File: src/gdfs_pkg.sv
// Notes on behaviour
// - Supply-ok low 56 us on regulator excursion
// - Then hold supply-ok low until regulator valid
// - Warnings only report; gates untouched
// - Warning pulses fault pin 56 us low/high
// - Status read stops pulses; bit follows condition
// - No new pulses until condition clears, recurs
// - Fault: gates off, pin low, summary, type
// - Faults stay latched until recovery action
// - Fault overrides warning signalling on pin
// - Recover: cause gone, clear bit or enable pulse
// - Clear bit self-clears after fault released
// - Thermal flags live, never touch fault pin
// - Watchdog, regulator low go to supply-ok
// - Opposite gate waits for cutoff comparator
// - Dead time, minimum 40 ns, after handshake
// - Overcurrent threshold writable any time
// - Blank overcurrent after each commanded turn-on
// - Overcurrent must persist whole deglitch time
// - Dead and blanking timers run concurrently
// - Response mode: latched, report, disabled
// - Latched: all gates low, pin, record FET
// - Report: pin, record FET, gates keep running
// - Disabled: no action, no report
package gdfs_pkg;
  localparam int CLK_PERIOD_NS = 5;
  localparam int PULSE_TIME_NS = 56000;
  localparam int PULSE_CYCLES = PULSE_TIME_NS / CLK_PERIOD_NS;
  localparam int DEAD_MIN_NS = 40;
  localparam int DEAD_STEP_CYCLES = (DEAD_MIN_NS + CLK_PERIOD_NS - 1) / CLK_PERIOD_NS;
  localparam int BLANK_BASE_NS = 1000;
  localparam int BLANK_BASE_CYCLES = BLANK_BASE_NS / CLK_PERIOD_NS;
  localparam int DGL_BASE_NS = 500;
  localparam int DGL_BASE_CYCLES = DGL_BASE_NS / CLK_PERIOD_NS;

  // Register indices; byte address is four times the index
  localparam logic [3:0] IDX_STATUS = 4'h1;
  localparam logic [3:0] IDX_FAULT = 4'h2;
  localparam logic [3:0] IDX_VDS_FET = 4'h3;
  localparam logic [3:0] IDX_TIMING = 4'h7;
  localparam logic [3:0] IDX_CTRL = 4'h9;
  localparam logic [3:0] IDX_VDS_CFG = 4'hC;

  localparam int STAT_WARN_LSB = 0;
  localparam int STAT_VDSW_BIT = 4;
  localparam int STAT_THERM_LSB = 5;
  localparam int STAT_FAULT_BIT = 10;
  localparam int FLT_VDS_BIT = 4;
  localparam int FLT_WDOG_BIT = 5;
  localparam int FLT_REGLOW_BIT = 6;
  localparam int CTRL_CLR_BIT = 1;
  localparam int TIM_DEAD_LSB = 4;
  localparam int TIM_BLANK_LSB = 2;
  localparam int TIM_DGL_LSB = 0;
  localparam int VDS_LEVEL_LSB = 3;
  localparam int VDS_MODE_LSB = 0;

  localparam logic [6:0] TIMING_RST = 7'h00;
  localparam logic [7:0] VDS_CFG_RST = 8'h00;

  typedef enum logic [2:0] {
    VDS_LATCH = 3'b000,
    VDS_REPORT = 3'b001,
    VDS_OFF = 3'b010
  } gdfs_vds_mode_type;

  typedef enum logic [2:0] {
    PG_OK = 3'b001,
    PG_HOLD = 3'b010,
    PG_WAIT = 3'b100
  } gdfs_pg_state_type;
endpackage

File: src/gdfs_top.sv
// The address map and the Avalon-MM slave port were decided locally.
`timescale 1ns/1ps
module gdfs_top
  import gdfs_pkg::*;
#(
  parameter int PULSE_LEN = PULSE_CYCLES
) (
  input wire logic sys_clk, // Logic clock
  input wire logic rst, // Sync reset
  input wire logic [5:0] avs_address, // Byte address
  input wire logic avs_read, // Read request
  input wire logic avs_write, // Write request
  input wire logic [31:0] avs_writedata, // Write data
  output logic [31:0] avs_readdata, // Read data
  output logic avs_waitrequest, // Stall
  input wire logic gate_enable, // Gate enable pin
  input wire logic [2:0] cmd_hi, // High-side commands
  input wire logic [2:0] cmd_lo, // Low-side commands
  input wire logic [5:0] vgs_off, // Gate below cutoff, lo<<3|hi
  input wire logic [5:0] vds_trip, // Overcurrent comparators
  input wire logic [3:0] warn_in, // Warning conditions
  input wire logic [3:0] fault_in, // Fault conditions
  input wire logic [3:0] temp_in, // Thermal flag conditions
  input wire logic regulator_in_window, // Regulator output valid
  input wire logic watchdog_fault, // Host watchdog expired
  input wire logic regulator_low_error, // Regulator undervoltage
  output logic [5:0] gate_out, // Gates, lo<<3|hi
  output logic [4:0] vds_level_out, // Overcurrent threshold
  output logic supply_ok_out, // Power good
  input wire logic fault_out_n_in, // Fault pin level
  output logic fault_out_n_out, // Fault pin drive value
  output logic fault_out_n_oe // Fault pin pulled low
);
  function automatic logic [6:0] dead_len(input logic [2:0] code);
    return 7'(DEAD_STEP_CYCLES * (int'(code) + 1));
  endfunction

  function automatic logic [11:0] blank_len(input logic [1:0] code);
    return 12'(BLANK_BASE_CYCLES << code);
  endfunction

  function automatic logic [11:0] dgl_len(input logic [1:0] code);
    return 12'(DGL_BASE_CYCLES << code);
  endfunction

  localparam logic [13:0] PULSE_LAST = 14'(PULSE_LEN - 1);

  logic ack_q;
  logic [31:0] rdata_q;
  logic [6:0] timing_q;
  logic [7:0] vds_cfg_q;
  logic clr_q;
  logic fault_q;
  logic [6:0] fault_type_q;
  logic [5:0] vds_fet_q;
  logic [4:0] report_q;
  logic [4:0] warn_prev_q;
  logic en_prev_q;
  logic [5:0] gate_q;
  logic [5:0] want_prev_q;
  logic [6:0] dt_cnt_q [6];
  logic [11:0] blank_cnt_q [6];
  logic [11:0] dg_cnt_q [6];
  logic [13:0] tog_cnt_q;
  logic tog_hi_q;
  logic pin_low_q;
  gdfs_pg_state_type pg_state_q;
  logic [13:0] pg_cnt_q;
  logic supply_ok_q;

  logic [3:0] idx;
  logic wr_en;
  logic rd_stat;
  logic [31:0] rd_mux;
  logic [5:0] cmd;
  logic [5:0] want;
  logic [5:0] vds_evt;
  logic vds_latch_evt;
  logic vds_rep_evt;
  logic [4:0] warn_cond;
  logic [4:0] warn_rise;
  logic en_rise;
  logic clear_go;
  logic pg_trig;
  gdfs_vds_mode_type vds_mode;

  assign idx = avs_address[5:2];
  assign avs_waitrequest = (avs_read | avs_write) & ~ack_q;
  assign wr_en = ack_q & avs_write;
  assign rd_stat = ack_q & avs_read & (idx == IDX_STATUS);
  assign avs_readdata = rdata_q;
  assign vds_mode = gdfs_vds_mode_type'(vds_cfg_q[VDS_MODE_LSB +: 3]);
  assign vds_level_out = vds_cfg_q[VDS_LEVEL_LSB +: 5];
  assign gate_out = gate_q;
  assign supply_ok_out = supply_ok_q;
  assign fault_out_n_out = 1'b0;
  assign fault_out_n_oe = pin_low_q;

  // Bus slave: one wait cycle, data and write effect at the release edge
  always_ff @(posedge sys_clk) begin
    if (rst) begin
      ack_q <= 1'b0;
    end else begin
      ack_q <= (avs_read | avs_write) & ~ack_q;
    end
  end

  always_comb begin
    rd_mux = 32'h0000_0000;
    unique case (idx)
      IDX_STATUS: begin
        rd_mux[STAT_WARN_LSB +: 5] = warn_cond | report_q;
        rd_mux[STAT_THERM_LSB +: 4] = temp_in;
        rd_mux[STAT_FAULT_BIT] = fault_q;
      end
      IDX_FAULT: rd_mux[6:0] = fault_type_q;
      IDX_VDS_FET: rd_mux[5:0] = vds_fet_q;
      IDX_TIMING: rd_mux[6:0] = timing_q;
      IDX_CTRL: rd_mux[CTRL_CLR_BIT] = clr_q;
      IDX_VDS_CFG: rd_mux[7:0] = vds_cfg_q;
      default: rd_mux = 32'h0000_0000;
    endcase
  end

  always_ff @(posedge sys_clk) begin
    if (rst) begin
      rdata_q <= 32'h0000_0000;
    end else if (avs_read & ~ack_q) begin
      rdata_q <= rd_mux;
    end
  end

  // Configuration registers
  always_ff @(posedge sys_clk) begin
    if (rst) begin
      timing_q <= TIMING_RST;
      vds_cfg_q <= VDS_CFG_RST;
    end else if (wr_en) begin
      if (idx == IDX_TIMING) begin
        timing_q <= avs_writedata[6:0];
      end
      if (idx == IDX_VDS_CFG) begin
        vds_cfg_q <= avs_writedata[7:0];
      end
    end
  end

  // Clear bit drops once the fault has been released
  always_ff @(posedge sys_clk) begin
    if (rst) begin
      clr_q <= 1'b0;
    end else if (wr_en && idx == IDX_CTRL && avs_writedata[CTRL_CLR_BIT]) begin
      clr_q <= 1'b1;
    end else if (clr_q && !fault_q) begin
      clr_q <= 1'b0;
    end
  end

  // Fault latch and recovery
  assign en_rise = gate_enable & ~en_prev_q;
  assign clear_go = (clr_q | en_rise) & ~(|fault_in) & ~(|vds_trip);
  assign vds_latch_evt = (|vds_evt) & (vds_mode == VDS_LATCH);
  assign vds_rep_evt = (|vds_evt) & (vds_mode == VDS_REPORT);

  always_ff @(posedge sys_clk) begin
    if (rst) begin
      en_prev_q <= 1'b1;
      fault_q <= 1'b0;
      fault_type_q <= 7'h00;
      vds_fet_q <= 6'h00;
    end else begin
      en_prev_q <= gate_enable;
      if ((|fault_in) || vds_latch_evt) begin
        fault_q <= 1'b1;
      end else if (clear_go) begin
        fault_q <= 1'b0;
      end
      fault_type_q <= (clear_go ? 7'h00 : fault_type_q)
        | {regulator_low_error, watchdog_fault, vds_latch_evt, fault_in};
      vds_fet_q <= (clear_go ? 6'h00 : vds_fet_q)
        | (vds_latch_evt | vds_rep_evt ? vds_evt : 6'h00);
    end
  end

  // Warnings: edge-armed report, cleared by a status read
  assign warn_cond = {1'b0, warn_in};
  assign warn_rise = (warn_cond & ~warn_prev_q) | {vds_rep_evt, 4'h0};

  always_ff @(posedge sys_clk) begin
    if (rst) begin
      warn_prev_q <= 5'h00;
      report_q <= 5'h00;
    end else begin
      warn_prev_q <= warn_cond;
      report_q <= (report_q & ~{5{rd_stat}}) | warn_rise;
    end
  end

  // Fault pin: steady low on fault, toggling for pending warnings
  always_ff @(posedge sys_clk) begin
    if (rst) begin
      tog_cnt_q <= 14'h0000;
      tog_hi_q <= 1'b0;
      pin_low_q <= 1'b0;
    end else begin
      if (!(|report_q)) begin
        tog_cnt_q <= 14'h0000;
        tog_hi_q <= 1'b0;
      end else if (tog_cnt_q == PULSE_LAST) begin
        tog_cnt_q <= 14'h0000;
        tog_hi_q <= ~tog_hi_q;
      end else begin
        tog_cnt_q <= tog_cnt_q + 14'h0001;
      end
      pin_low_q <= fault_q | ((|report_q) & ~tog_hi_q);
    end
  end

  // Supply-ok sequencer
  assign pg_trig = ~regulator_in_window | watchdog_fault | regulator_low_error;

  always_ff @(posedge sys_clk) begin
    if (rst) begin
      pg_state_q <= PG_OK;
      pg_cnt_q <= 14'h0000;
      supply_ok_q <= 1'b1;
    end else begin
      unique case (pg_state_q)
        PG_OK: begin
          pg_cnt_q <= 14'h0000;
          if (pg_trig) begin
            pg_state_q <= PG_HOLD;
            supply_ok_q <= 1'b0;
          end
        end
        PG_HOLD: begin
          pg_cnt_q <= pg_cnt_q + 14'h0001;
          if (pg_cnt_q == PULSE_LAST) begin
            pg_state_q <= PG_WAIT;
          end
        end
        PG_WAIT: begin
          if (!pg_trig) begin
            pg_state_q <= PG_OK;
            supply_ok_q <= 1'b1;
          end
        end
        default: begin
          pg_state_q <= PG_HOLD;
          supply_ok_q <= 1'b0;
        end
      endcase
    end
  end

  // Gate drive: handshake, dead time, blanking and deglitch per FET
  assign cmd = {cmd_lo, cmd_hi};

  always_comb begin
    for (int i = 0; i < 6; i++) begin
      want[i] = cmd[i] & ~cmd[(i + 3) % 6] & gate_enable & ~fault_q;
      vds_evt[i] = gate_q[i] && blank_cnt_q[i] == 12'h000 && vds_trip[i]
        && dg_cnt_q[i] == dgl_len(timing_q[TIM_DGL_LSB +: 2]) - 12'h001
        && (vds_mode == VDS_LATCH || vds_mode == VDS_REPORT);
    end
  end

  always_ff @(posedge sys_clk) begin
    if (rst) begin
      gate_q <= 6'h00;
      want_prev_q <= 6'h00;
      for (int i = 0; i < 6; i++) begin
        dt_cnt_q[i] <= 7'h00;
        blank_cnt_q[i] <= 12'h000;
        dg_cnt_q[i] <= 12'h000;
      end
    end else begin
      want_prev_q <= want;
      for (int i = 0; i < 6; i++) begin
        if (!want[i]) begin
          gate_q[i] <= 1'b0;
          dt_cnt_q[i] <= 7'h00;
        end else if (!gate_q[i]) begin
          if (!gate_q[(i + 3) % 6] && vgs_off[(i + 3) % 6]) begin
            if (dt_cnt_q[i] == dead_len(timing_q[TIM_DEAD_LSB +: 3]) - 7'h01) begin
              gate_q[i] <= 1'b1;
            end else begin
              dt_cnt_q[i] <= dt_cnt_q[i] + 7'h01;
            end
          end else begin
            dt_cnt_q[i] <= 7'h00;
          end
        end
        if (want[i] && !want_prev_q[i]) begin
          blank_cnt_q[i] <= blank_len(timing_q[TIM_BLANK_LSB +: 2]);
        end else if (blank_cnt_q[i] != 12'h000) begin
          blank_cnt_q[i] <= blank_cnt_q[i] - 12'h001;
        end
        if (!(gate_q[i] && blank_cnt_q[i] == 12'h000 && vds_trip[i])) begin
          dg_cnt_q[i] <= 12'h000;
        end else if (dg_cnt_q[i] != dgl_len(timing_q[TIM_DGL_LSB +: 2])) begin
          dg_cnt_q[i] <= dg_cnt_q[i] + 12'h001;
        end
      end
    end
  end

  logic [13:0] low_run_q;
  always_ff @(posedge sys_clk) begin
    if (rst) begin
      low_run_q <= 14'h0000;
    end else if (supply_ok_q) begin
      low_run_q <= 14'h0000;
    end else if (low_run_q != 14'h3fff) begin
      low_run_q <= low_run_q + 14'h0001;
    end
  end
endmodule

File: config.mk
export PLATFORM = sky130hd
export DESIGN_NAME = gdfs_top
export DESIGN_NICKNAME = d
export VERILOG_FILES = /design/src/gdfs_pkg.sv /design/src/gdfs_top.sv
export SDC_FILE = /design/constraint.sdc
export NUM_CORES = 1
export LEC_CHECK = 0
export BUFFER_PORTS_ARGS = -buffer_cell sky130_fd_sc_hd__buf_4
export CAP_MARGIN = 5
export CORE_ASPECT_RATIO = 0.75
export CORE_MARGIN = 2
export CORE_UTILIZATION = 50
export CTS_BUF_LIST = sky130_fd_sc_hd__clkbuf_8
export CTS_CLUSTER_SIZE = 14
export DETAILED_ROUTE_END_ITERATION = 6
export GPL_ROUTABILITY_DRIVEN = 0
export PLACE_DENSITY = 0.76
export SYNTH_ARGS = -nofsm -noshare
export SYNTH_HDL_FRONTEND = slang
export SYNTH_SLANG_ARGS = --single-unit
export TNS_END_PERCENT = 20
File: constraint.sdc
create_clock -name sys_clk -period 3.1 [get_ports sys_clk]
set_input_delay 0.465 -clock sys_clk [delete_from_list [all_inputs] [get_ports sys_clk]]
set_output_delay 0.465 -clock sys_clk [all_outputs]
set_load 0.01 [all_outputs]
==> results.ini, run 1 <==
[synth]
synth_top_area_cell = edfxtp_1
synth_common_cells = nor2_1 (297), edfxtp_1 (186), xor2_1 (119), xnor2_1 (109), dfxtp_1 (97)
synth_edf_count = 186
synth-main-ff-cell = edfxtp_1
synth_area_leaders = edfxtp_1 (35%), dfxtp_1 (12%), nor2_1 (7.0%), xor2_1 (6.6%), xnor2_1 (6.0%)
ys.warnings.count = 0
synthArstFlopShare_pct = 0
syn_avg_cell_area_um2 = 9.636
yosysSeqAreaShare_pct = 47.43
syn_inst = 1647
synth.most_common_cell = nor2_1
synth.distinct_cells = 66
synth_top_area_share_pct = 35.19
syn-cell-area_um2 = 15870
ys_ff_latch = 283

[worst_setup_path]
startpoint_type = register
reg2reg_to = dt_cnt_q[0][0]
required_ns = 3.37
worstPathMaxFanout = 7
r2r_cells = 7
cp-endpoint = dt_cnt_q[0][0]
crit_path_end_kind = register
r2r_setup_slack_ns = 0.12
cp-startpoint = timing_q[4]
critPathKind = reg2reg
critPathArrivalTime_ns = 3.25
r2r_start = timing_q[4]

[timing]
rsz0062_at_grt = no
fmax_mhz = 336.0
setup_violations = 0
slew_headroom_pct = 36.57
hold_viol_final = 0
period_needed_ns = 2.976
fin_crit_sh_pct = 95.99
tightest_slew_ns = 0.9494
finalSetupTns_ns = 0
finalClockSkew_ns = 0.03250
slew_viol_final = 0
hold_ws_ns = 0.09636

[pwr]
total_power_mw = 10.29
static-leakage-power_nw = 6.988
power_density_nw_per_um2 = 579.9
irDropWorstVdd_uv = 306.6

[route]
antenna_left = 0
wl_mm = 37.08
routed_via_density = 5.614
drt_iter0_markers = 1032
wire_per_inst_um = 16.95
firstDrtPassIters = 5
drc_errors = 0
num_vias = 12277

[global_route]
antenna_found_initial = 1
grt_pass1_vias = 11856
grt_max_degree = 56
grt_pass1_wl_mm = 59.39
grtUsageTotal_pct = 22.15
gr-total-overflow = 0

[clock_tree]
ctsHoldBuffers = 0
ctsLongestPathBuffers = 3
clk_pin_slew_ns = 0.06
tritoncts = built
tritoncts.num_buffers = 46
numClockSinks = 283
root_buffer = clkbuf_8
htree_levels = 2
clk-insertion-delay-late_ns = 0.58

[finish]
n_fill_cell = 2689
fin_nets = 1866
postLayoutCoreUtil_pct = 56.75
syn2layout_area_growth_pct = 11.75
stdcell_count = 2187
drive_gt1_share_pct = 11.35

[placement]
placedCellCount = 2103
io_buffers = 73
hpwl_mm = 26.74

[floorplanning]
fp.dieW_um = 209.7
dieArea_um2 = 33200
start_util_pct = 50.78
fp.dieH_um = 158.3
num_rows = 56
coreArea_um2 = 31250
io_pins = 124

[run_status]
status = completed

[run]
cap_viol_max_count = 0

[worst_hold_path]
hp-class = in2reg

registers in the layout, indices dropped and copies added, names as in the netlist, 3 cells and up:
register,count
vds_fet_q,6
dt_cnt_q,42
blank_cnt_q,72
want_prev_q,6
vds_cfg_q,8
fault_type_q,7
report_q,5
gate_out,6
warn_prev_q,4
timing_q,7
avs_readdata,10
tog_cnt_q,14
pg_state_q,3
dg_cnt_q,72
pg_cnt_q,14
worst max-delay path, cell delays in order, from the launching register on:
cell and delay, ns:
dfxtp_1 0.35, ha_1 0.36, or3b_1 0.38, a21boi_1 0.24
o21ai_4 0.17, xnor2_1 0.19, or4_4 0.57, o31a_1 0.43
report_power, final:
group / total (mW) / internal, mW / switching [mW]
sequential: 4.91 / 4.54 / 0.370
clock: 3.09 / 1.58 / 1.50
combinational: 2.29 / 1.00 / 1.29
total: 10.3 / 7.12 / 3.16
layout by cell type, fill, tap and decap left out, types with 20 or more instances in the layout:
cell type  synthesis  final
edfxtp_1         186    186
a21oi_1           56     56
nor3_1            54     54
buf_4             30    107
dfxtp_1           97     96
mux2i_1           20     20
xnor2_1          109    109
conb_1             1     23
xor2_1           119    119
clkbuf_8           0     54
or3_1             26     26
nor2_1           297    297
ha_1              44     44
nand2b_1          25     25
and3_1            51     51
nand3_1           84     84
nor4_1            23     23
nand2_1           87     87
inv_1             59     77
final cells by class:
type | instances | area (um2) | area share, %
sequential | 283 | 7528 | 42.45
timing repair buffer | 107 | 803.3 | 4.529
clock inverter | 29 | 123.9 | 0.6985
clock buffer | 54 | 743.2 | 4.191
tap | 406 | 508.0 | 2.864
inverter | 59 | 221.5 | 1.249
antenna | 1 | 2.502 | 0.01411
multi-input combinational | 1248 | 7804 | 44.00
stage by stage:
step	setup WS (ns)	instance area [um2]
6_report	0.1242	17730
5_1_grt	0.01503	17730
4_1_cts	0.08890	17720
3_5_place_dp	0.1057	16850
3_3_place_gp	0.2079	16850
2_1_floorplan	0.2869	15950
routing by layer:
layer,track usage (%),up-vias,part of all wire [%]
met2,35.61,372,45
li1,-,5976,-
met1,30.37,5870,46
met5,0,-,0
met4,7.903,0,2.6
met3,3.866,59,6.4
cell families (layout without fill, tap and decap cells):
kind of cell,after synthesis,in the layout,synth area share (%)
and+or+nand+nor,754,754,23.39
DFF,283,283,47.43
xor gates and xnor gates,228,228,12.58
AOI/OAI and AO/OA,174,174,7.474
buffers and inverters,138,249,4.013
adders and majority gates,44,44,3.469
muxes,25,25,1.616
other,1,24,0.02363
worst min-delay path by stage:
stage / from / end / slack (ns) / depth (start not counted)
4_1_cts: gate_enable / en_prev_q / 0.06 / 2
2_1_floorplan: fault_type_q[4] / fault_type_q[4] / 0.42 / 1
3_3_place_gp: fault_type_q[4] / fault_type_q[4] / 0.44 / 1
6_report: gate_enable / en_prev_q / 0.1 / 2
3_5_place_dp: vds_fet_q[3] / vds_fet_q[3] / 0.45 / 2
5_1_grt: gate_enable / en_prev_q / 0.07 / 2
what timing repair did:
item	CTS	global route
endpoints found under the hold margin	0	0
setup endpoints to repair	0	37
resized for setup	0	3
buffers inserted	0	0
No activity file was read; power rests on OpenSTA's default activity.
==> run 2: changes to the inputs <==
--- a/config.mk
+++ b/config.mk
@@ -14,6 +14,7 @@
 export CTS_CLUSTER_SIZE = 14
 export DETAILED_ROUTE_END_ITERATION = 6
 export GPL_ROUTABILITY_DRIVEN = 0
+export MAX_ROUTING_LAYER = met4
 export PLACE_DENSITY = 0.76
 export SYNTH_ARGS = -nofsm -noshare
 export SYNTH_HDL_FRONTEND = slang
==> results.ini, run 2 (synthesis gave the netlist of run 1 again) <==
[clock_tree]
ctsLongestPathBuffers = 3
htree_levels = 2
tritoncts.num_buffers = 46
numClockSinks = 283
clk-insertion-delay-late_ns = 0.58
tritoncts = built
root_buffer = clkbuf_8
clk_pin_slew_ns = 0.06

[worst_setup_path]
r2r_start = timing_q[4]
crit_path_end_kind = register
reg2reg_to = dt_cnt_q[0][0]
r2r_cells = 7
critPathKind = reg2reg
r2r_setup_slack_ns = 0.14
critPathArrivalTime_ns = 3.24
cp-startpoint = timing_q[4]
cp-endpoint = dt_cnt_q[0][0]
startpoint_type = register
required_ns = 3.38
worstPathMaxFanout = 7

[route]
drt_iter0_markers = 1095
routed_via_density = 5.632
antenna_left = 0
wl_mm = 37.07
wire_per_inst_um = 16.95
num_vias = 12318
drc_errors = 0
firstDrtPassIters = 5

[timing]
tightest_slew_ns = 0.9175
worst_slack_ns = 0.1381
slew_viol_final = 0
rsz0062_at_grt = no
finalSetupTns_ns = 0
fin_crit_sh_pct = 95.55
hold_viol_final = 0
slew_headroom_pct = 38.71
finalClockSkew_ns = 0.03429
fmax_mhz = 337.6
setup_violations = 0
period_needed_ns = 2.962

[finish]
top_regs = blank_cnt_q x72, dg_cnt_q x72, dt_cnt_q x42
stdcell_area_um2 = 17730
stdcell_count = 2187
fin_nets = 1866
final_cell_mix = nor2_1 (297), edfxtp_1 (186), xor2_1 (119)
layout_commonest_cell = nor2_1
syn2layout_area_growth_pct = 11.75
drive_gt1_share_pct = 11.35

[floorplanning]
io_pins = 124
dieArea_um2 = 33200
fp.dieW_um = 209.7
start_util_pct = 50.78
fp.dieH_um = 158.3
num_rows = 56
coreArea_um2 = 31250

[global_route]
grt_max_degree = 56
gr-total-overflow = 0
antenna_found_initial = 1
grtUsageTotal_pct = 22.84
grt_pass1_wl_mm = 59.42
grt_pass1_vias = 11846

[placement]
placedCellCount = 2103
post_dp_cell_area_um2 = 16850
hpwl_mm = 26.74
io_buffers = 73
place_ws_ns = 0.1057

[pwr]
static-leakage-power_nw = 6.988
total_power_mw = 10.28
power_density_nw_per_um2 = 579.7
irDropWorstVdd_uv = 306.5

[run_status]
status = completed

[run]
cap_viol_max_count = 0

[worst_hold_path]
hp-class = in2reg

==> run 2: how the worst min path moves through the flow <==
stage,from,endpoint,cells after the start
2_1_floorplan,fault_type_q[4],fault_type_q[4],1
5_1_grt,gate_enable,en_prev_q,2
3_5_place_dp,vds_fet_q[3],vds_fet_q[3],2
3_3_place_gp,fault_type_q[4],fault_type_q[4],1
6_report,gate_enable,en_prev_q,2
4_1_cts,gate_enable,en_prev_q,2
==> run 2: final cells by class <==
| type | instances | area, um2 |
|---|---|---|
| Fill cell | 2689 | 13520 |
| Multi-Input combinational cell | 1248 | 7804 |
| Sequential cell | 283 | 7528 |
| Timing Repair Buffer | 107 | 803.3 |
| Clock buffer | 54 | 743.2 |
| Tap cell | 406 | 508.0 |
| Inverter | 59 | 221.5 |
| Clock inverter | 29 | 123.9 |
| Antenna cell | 1 | 2.502 |
==> run 2: power by group <==
part | switching (mW) | internal (mW) | total, mW
Sequential | 0.367 | 4.54 | 4.90
Clock | 1.50 | 1.58 | 3.08
Combinational | 1.29 | 1.00 | 2.29
Total | 3.16 | 7.12 | 10.3
==> run 2: timing repair <==
| action | in CTS | in global routing |
|---|---|---|
| endpoints found under the hold margin | 0 | 0 |
| endpoints found under the setup margin | 0 | 37 |
| setup buffers | 0 | 0 |
| hold buffers | 0 | 0 |
| resized for setup | 0 | 3 |
==> run 2: worst max-delay path: stages (launching register included) <==
cell and delay, ns:
dfxtp_1 0.35, ha_1 0.36, or3b_1 0.38, a21boi_1 0.23, o21ai_4 0.17, xnor2_1 0.20, or4_4 0.57, o31a_1 0.42
==> run 2: per-stage QoR <==
| step | hold WS (ns) | utilization, % |
|---|---|---|
| after CTS | 0.05955 | 56.71 |
| after detailed placement | 0.4463 | 53.94 |
| final | 0.09890 | 56.75 |
| after global routing | 0.07306 | 56.75 |
| after floorplan | 0.4224 | - |
| after global placement | 0.4443 | 53.94 |
==> run 2: routing by layer <==
metal | up-vias | track usage (%) | wire length, um
met2 | 374 | 35.61 | 16960
met1 | 5916 | 30.61 | 16900
li1 | 5976 | - | -
met3 | 52 | 3.609 | 2338
met5 | - | - | 0
met4 | 0 | 7.835 | 867
==> run 3: changes to the inputs <==
--- a/config.mk
+++ b/config.mk
@@ -5,6 +5,7 @@
 export SDC_FILE = /design/constraint.sdc
 export NUM_CORES = 1
 export LEC_CHECK = 0
+export ABC_AREA = 1
 export BUFFER_PORTS_ARGS = -buffer_cell sky130_fd_sc_hd__buf_4
 export CAP_MARGIN = 5
 export CORE_ASPECT_RATIO = 0.75
==> results.ini, run 3 <==
[synth]
synth.most_common_cell = nand2_1
synth.distinct_cells = 58
ys.warnings.count = 0
syn-cell-area_um2 = 16670
yosysSeqAreaShare_pct = 45.14
synth_area_leaders = edfxtp_1 (33%), dfxtp_1 (12%), nand2_1 (8.7%), inv_1 (6.5%), nor2_1 (6.2%)
synth_common_cells = nand2_1 (387), inv_1 (289), nor2_1 (277), edfxtp_1 (186), a21oi_1 (116)
synth_top_area_share_pct = 33.50
synth_edf_count = 186
syn_inst = 2045
synth-main-ff-cell = edfxtp_1
ys_ff_latch = 283
syn_avg_cell_area_um2 = 8.154
synth_top_area_cell = edfxtp_1
synthArstFlopShare_pct = 0

[finish]
syn2layout_area_growth_pct = 11.06
top_regs = blank_cnt_q x72, dg_cnt_q x72, dt_cnt_q x42
n_fill_cell = 2913
final_cell_mix = nand2_1 (387), inv_1 (307), nor2_1 (277)
drive_gt1_share_pct = 12.02
fin_nets = 2265
stdcell_count = 2624
layout_commonest_cell = nand2_1

[clock_tree]
root_buffer = clkbuf_8
tritoncts = built
clk_pin_slew_ns = 0.06
cts-resized-gates = 0
htree_levels = 2
post-cts-setup-buffers = 0
ctsLongestPathBuffers = 3
numClockSinks = 283
ctsHoldBuffers = 0
tritoncts.num_buffers = 46
clk-insertion-delay-late_ns = 0.59

[timing]
finalClockSkew_ns = 0.02456
rsz0062_at_grt = no
hold_ws_ns = 0.1037
slew_viol_final = 0
tightest_slew_ns = 0.6620
period_needed_ns = 2.641
slew_headroom_pct = 55.53
finalSetupTns_ns = 0
fin_crit_sh_pct = 85.20
fmax_mhz = 378.6
hold_viol_final = 0
setup_violations = 0

[route]
wl_mm = 39.62
routed_via_density = 5.337
drc_errors = 0
firstDrtPassIters = 6
num_vias = 14004
antenna_left = 0
wire_per_inst_um = 15.10
drt_iter0_markers = 1319

[worst_setup_path]
startpoint_type = register
cp.buffers_inverters = 1
critPathSlowestCell = nand3b_1
reg2reg_to = dg_cnt_q[3][7]
path_delay_family = simple AND/OR/NAND/NOR gates
r2r_setup_slack_ns = 0.46
crit_path_end_kind = register
r2r_start = timing_q[1]
required_ns = 3.25
r2r_cells = 6
critPathKind = reg2reg
worstPathMaxFanout = 21
critPathArrivalTime_ns = 2.79
cp_cell_sequence = buf_4 > ha_1 > xor2_1 > a21oi_1 > nand4_1 > nand3b_1
cp-startpoint = timing_q[1]
crit_cells = 6
max_stage_delay_ns = 0.55

[floorplanning]
fp.dieW_um = 214.9
num_rows = 57
fp.dieH_um = 162.2
start_util_pct = 51.16
coreArea_um2 = 32590
dieArea_um2 = 34840
io_pins = 124

[worst_hold_path]
hp-class = in2reg
min_path_cells = 3
holdPathEnd = warn_prev_q[0]
hold_start = warn_in[0]

[global_route]
grtUsageTotal_pct = 23.27
grt_max_degree = 47
gr-total-overflow = 0
antenna_found_initial = 2
grt_pass1_wl_mm = 64.58
grt_pass1_vias = 13126

[placement]
hpwl_mm = 28.88
placedCellCount = 2538
io_buffers = 73

[run_status]
status = completed

[pwr]
irDropWorstVdd_uv = 436.7
static-leakage-power_nw = 7.570
power_density_nw_per_um2 = 512.5

[run]
cap_viol_max_count = 0

[run 3: changes by cell type in the layout (fill, tap and decap cells not counted), moves of 19 or more]
| cell | previous run | this run |
|---|---|---|
| or3_1 | 26 | 0 |
| inv_1 | 77 | 307 |
| xnor2_1 | 109 | 33 |
| nor2_1 | 297 | 277 |
| nand3_1 | 84 | 104 |
| xor2_1 | 119 | 74 |
| a31oi_1 | 3 | 23 |
| mux2i_1 | 20 | 0 |
| nand2b_1 | 25 | 0 |
| nand4_1 | 19 | 38 |
| and3_1 | 51 | 3 |
| nand2_1 | 87 | 387 |
| a21oi_1 | 56 | 116 |
| o21ai_0 | 18 | 77 |
[run 3: cells by family after synthesis]
family	after synthesis	share of synthesized area, %
compound gates	275	9.395
xor+xnor	109	5.815
fa+ha+maj	44	3.302
buf+inv	366	9.274
flops	283	45.14
other cells	1	0.02249
simple gates	967	27.05
[run 3: cell type report]
type	count	area [um2]	share of cell area, %
multi-input cells	1418	7684	41.49
flip-flops and latches	283	7527	40.65
inverters	306	1151	6.216
clock buffers	52	715.7	3.865
repair buffers	89	668.1	3.608
well taps	442	553.0	2.986
clock inverters	32	215.2	1.162
diodes	2	5.005	0.02703
[run 3: report_power, final]
group / total (mW) / internal [mW] / switching (mW)
Clock: 3.34 / 1.79 / 1.55
Sequential: 4.58 / 4.36 / 0.220
Combinational: 1.57 / 0.570 / 1.00
[run 3: routing by layer]
| metal | share of wire (%) | GRT usage, % |
|---|---|---|
| met5 | 0 | - |
| met4 | 3.4 | 8.144 |
| met3 | 7.4 | 3.801 |
| met2 | 43 | 35.61 |
| met1 | 46 | 31.46 |
[run 3: worst max-delay path by stage]
stage / slack (ns) / endpoint
global route: 0.24 / dg_cnt_q[5][11]
CTS: 0.50 / dg_cnt_q[3][7]
global placement: 0.56 / dg_cnt_q[3][5]
detailed placement: 0.50 / dg_cnt_q[0][6]
finish: 0.46 / dg_cnt_q[3][7]
floorplan: 0.72 / dg_cnt_q[5][0]
[run 3: worst min-delay path: stages]
cell and delay [ns]:
buf_4 0.08, inv_1 0.04, nor2_1 0.07
[run 3: per-stage QoR]
stage | worst slack, ns | utilization [%] | instance area [um2] | power [mW]
2_1_floorplan | 0.7234 | - | 16760 | 5.802
3_3_place_gp | 0.5610 | 53.95 | 17580 | 6.132
3_5_place_dp | 0.4964 | 53.95 | 17580 | 6.192
4_1_cts | 0.4996 | 56.80 | 18510 | 9.537
5_1_grt | 0.2397 | 56.82 | 18520 | 9.982
6_report | 0.4588 | 56.82 | 18520 | 9.491
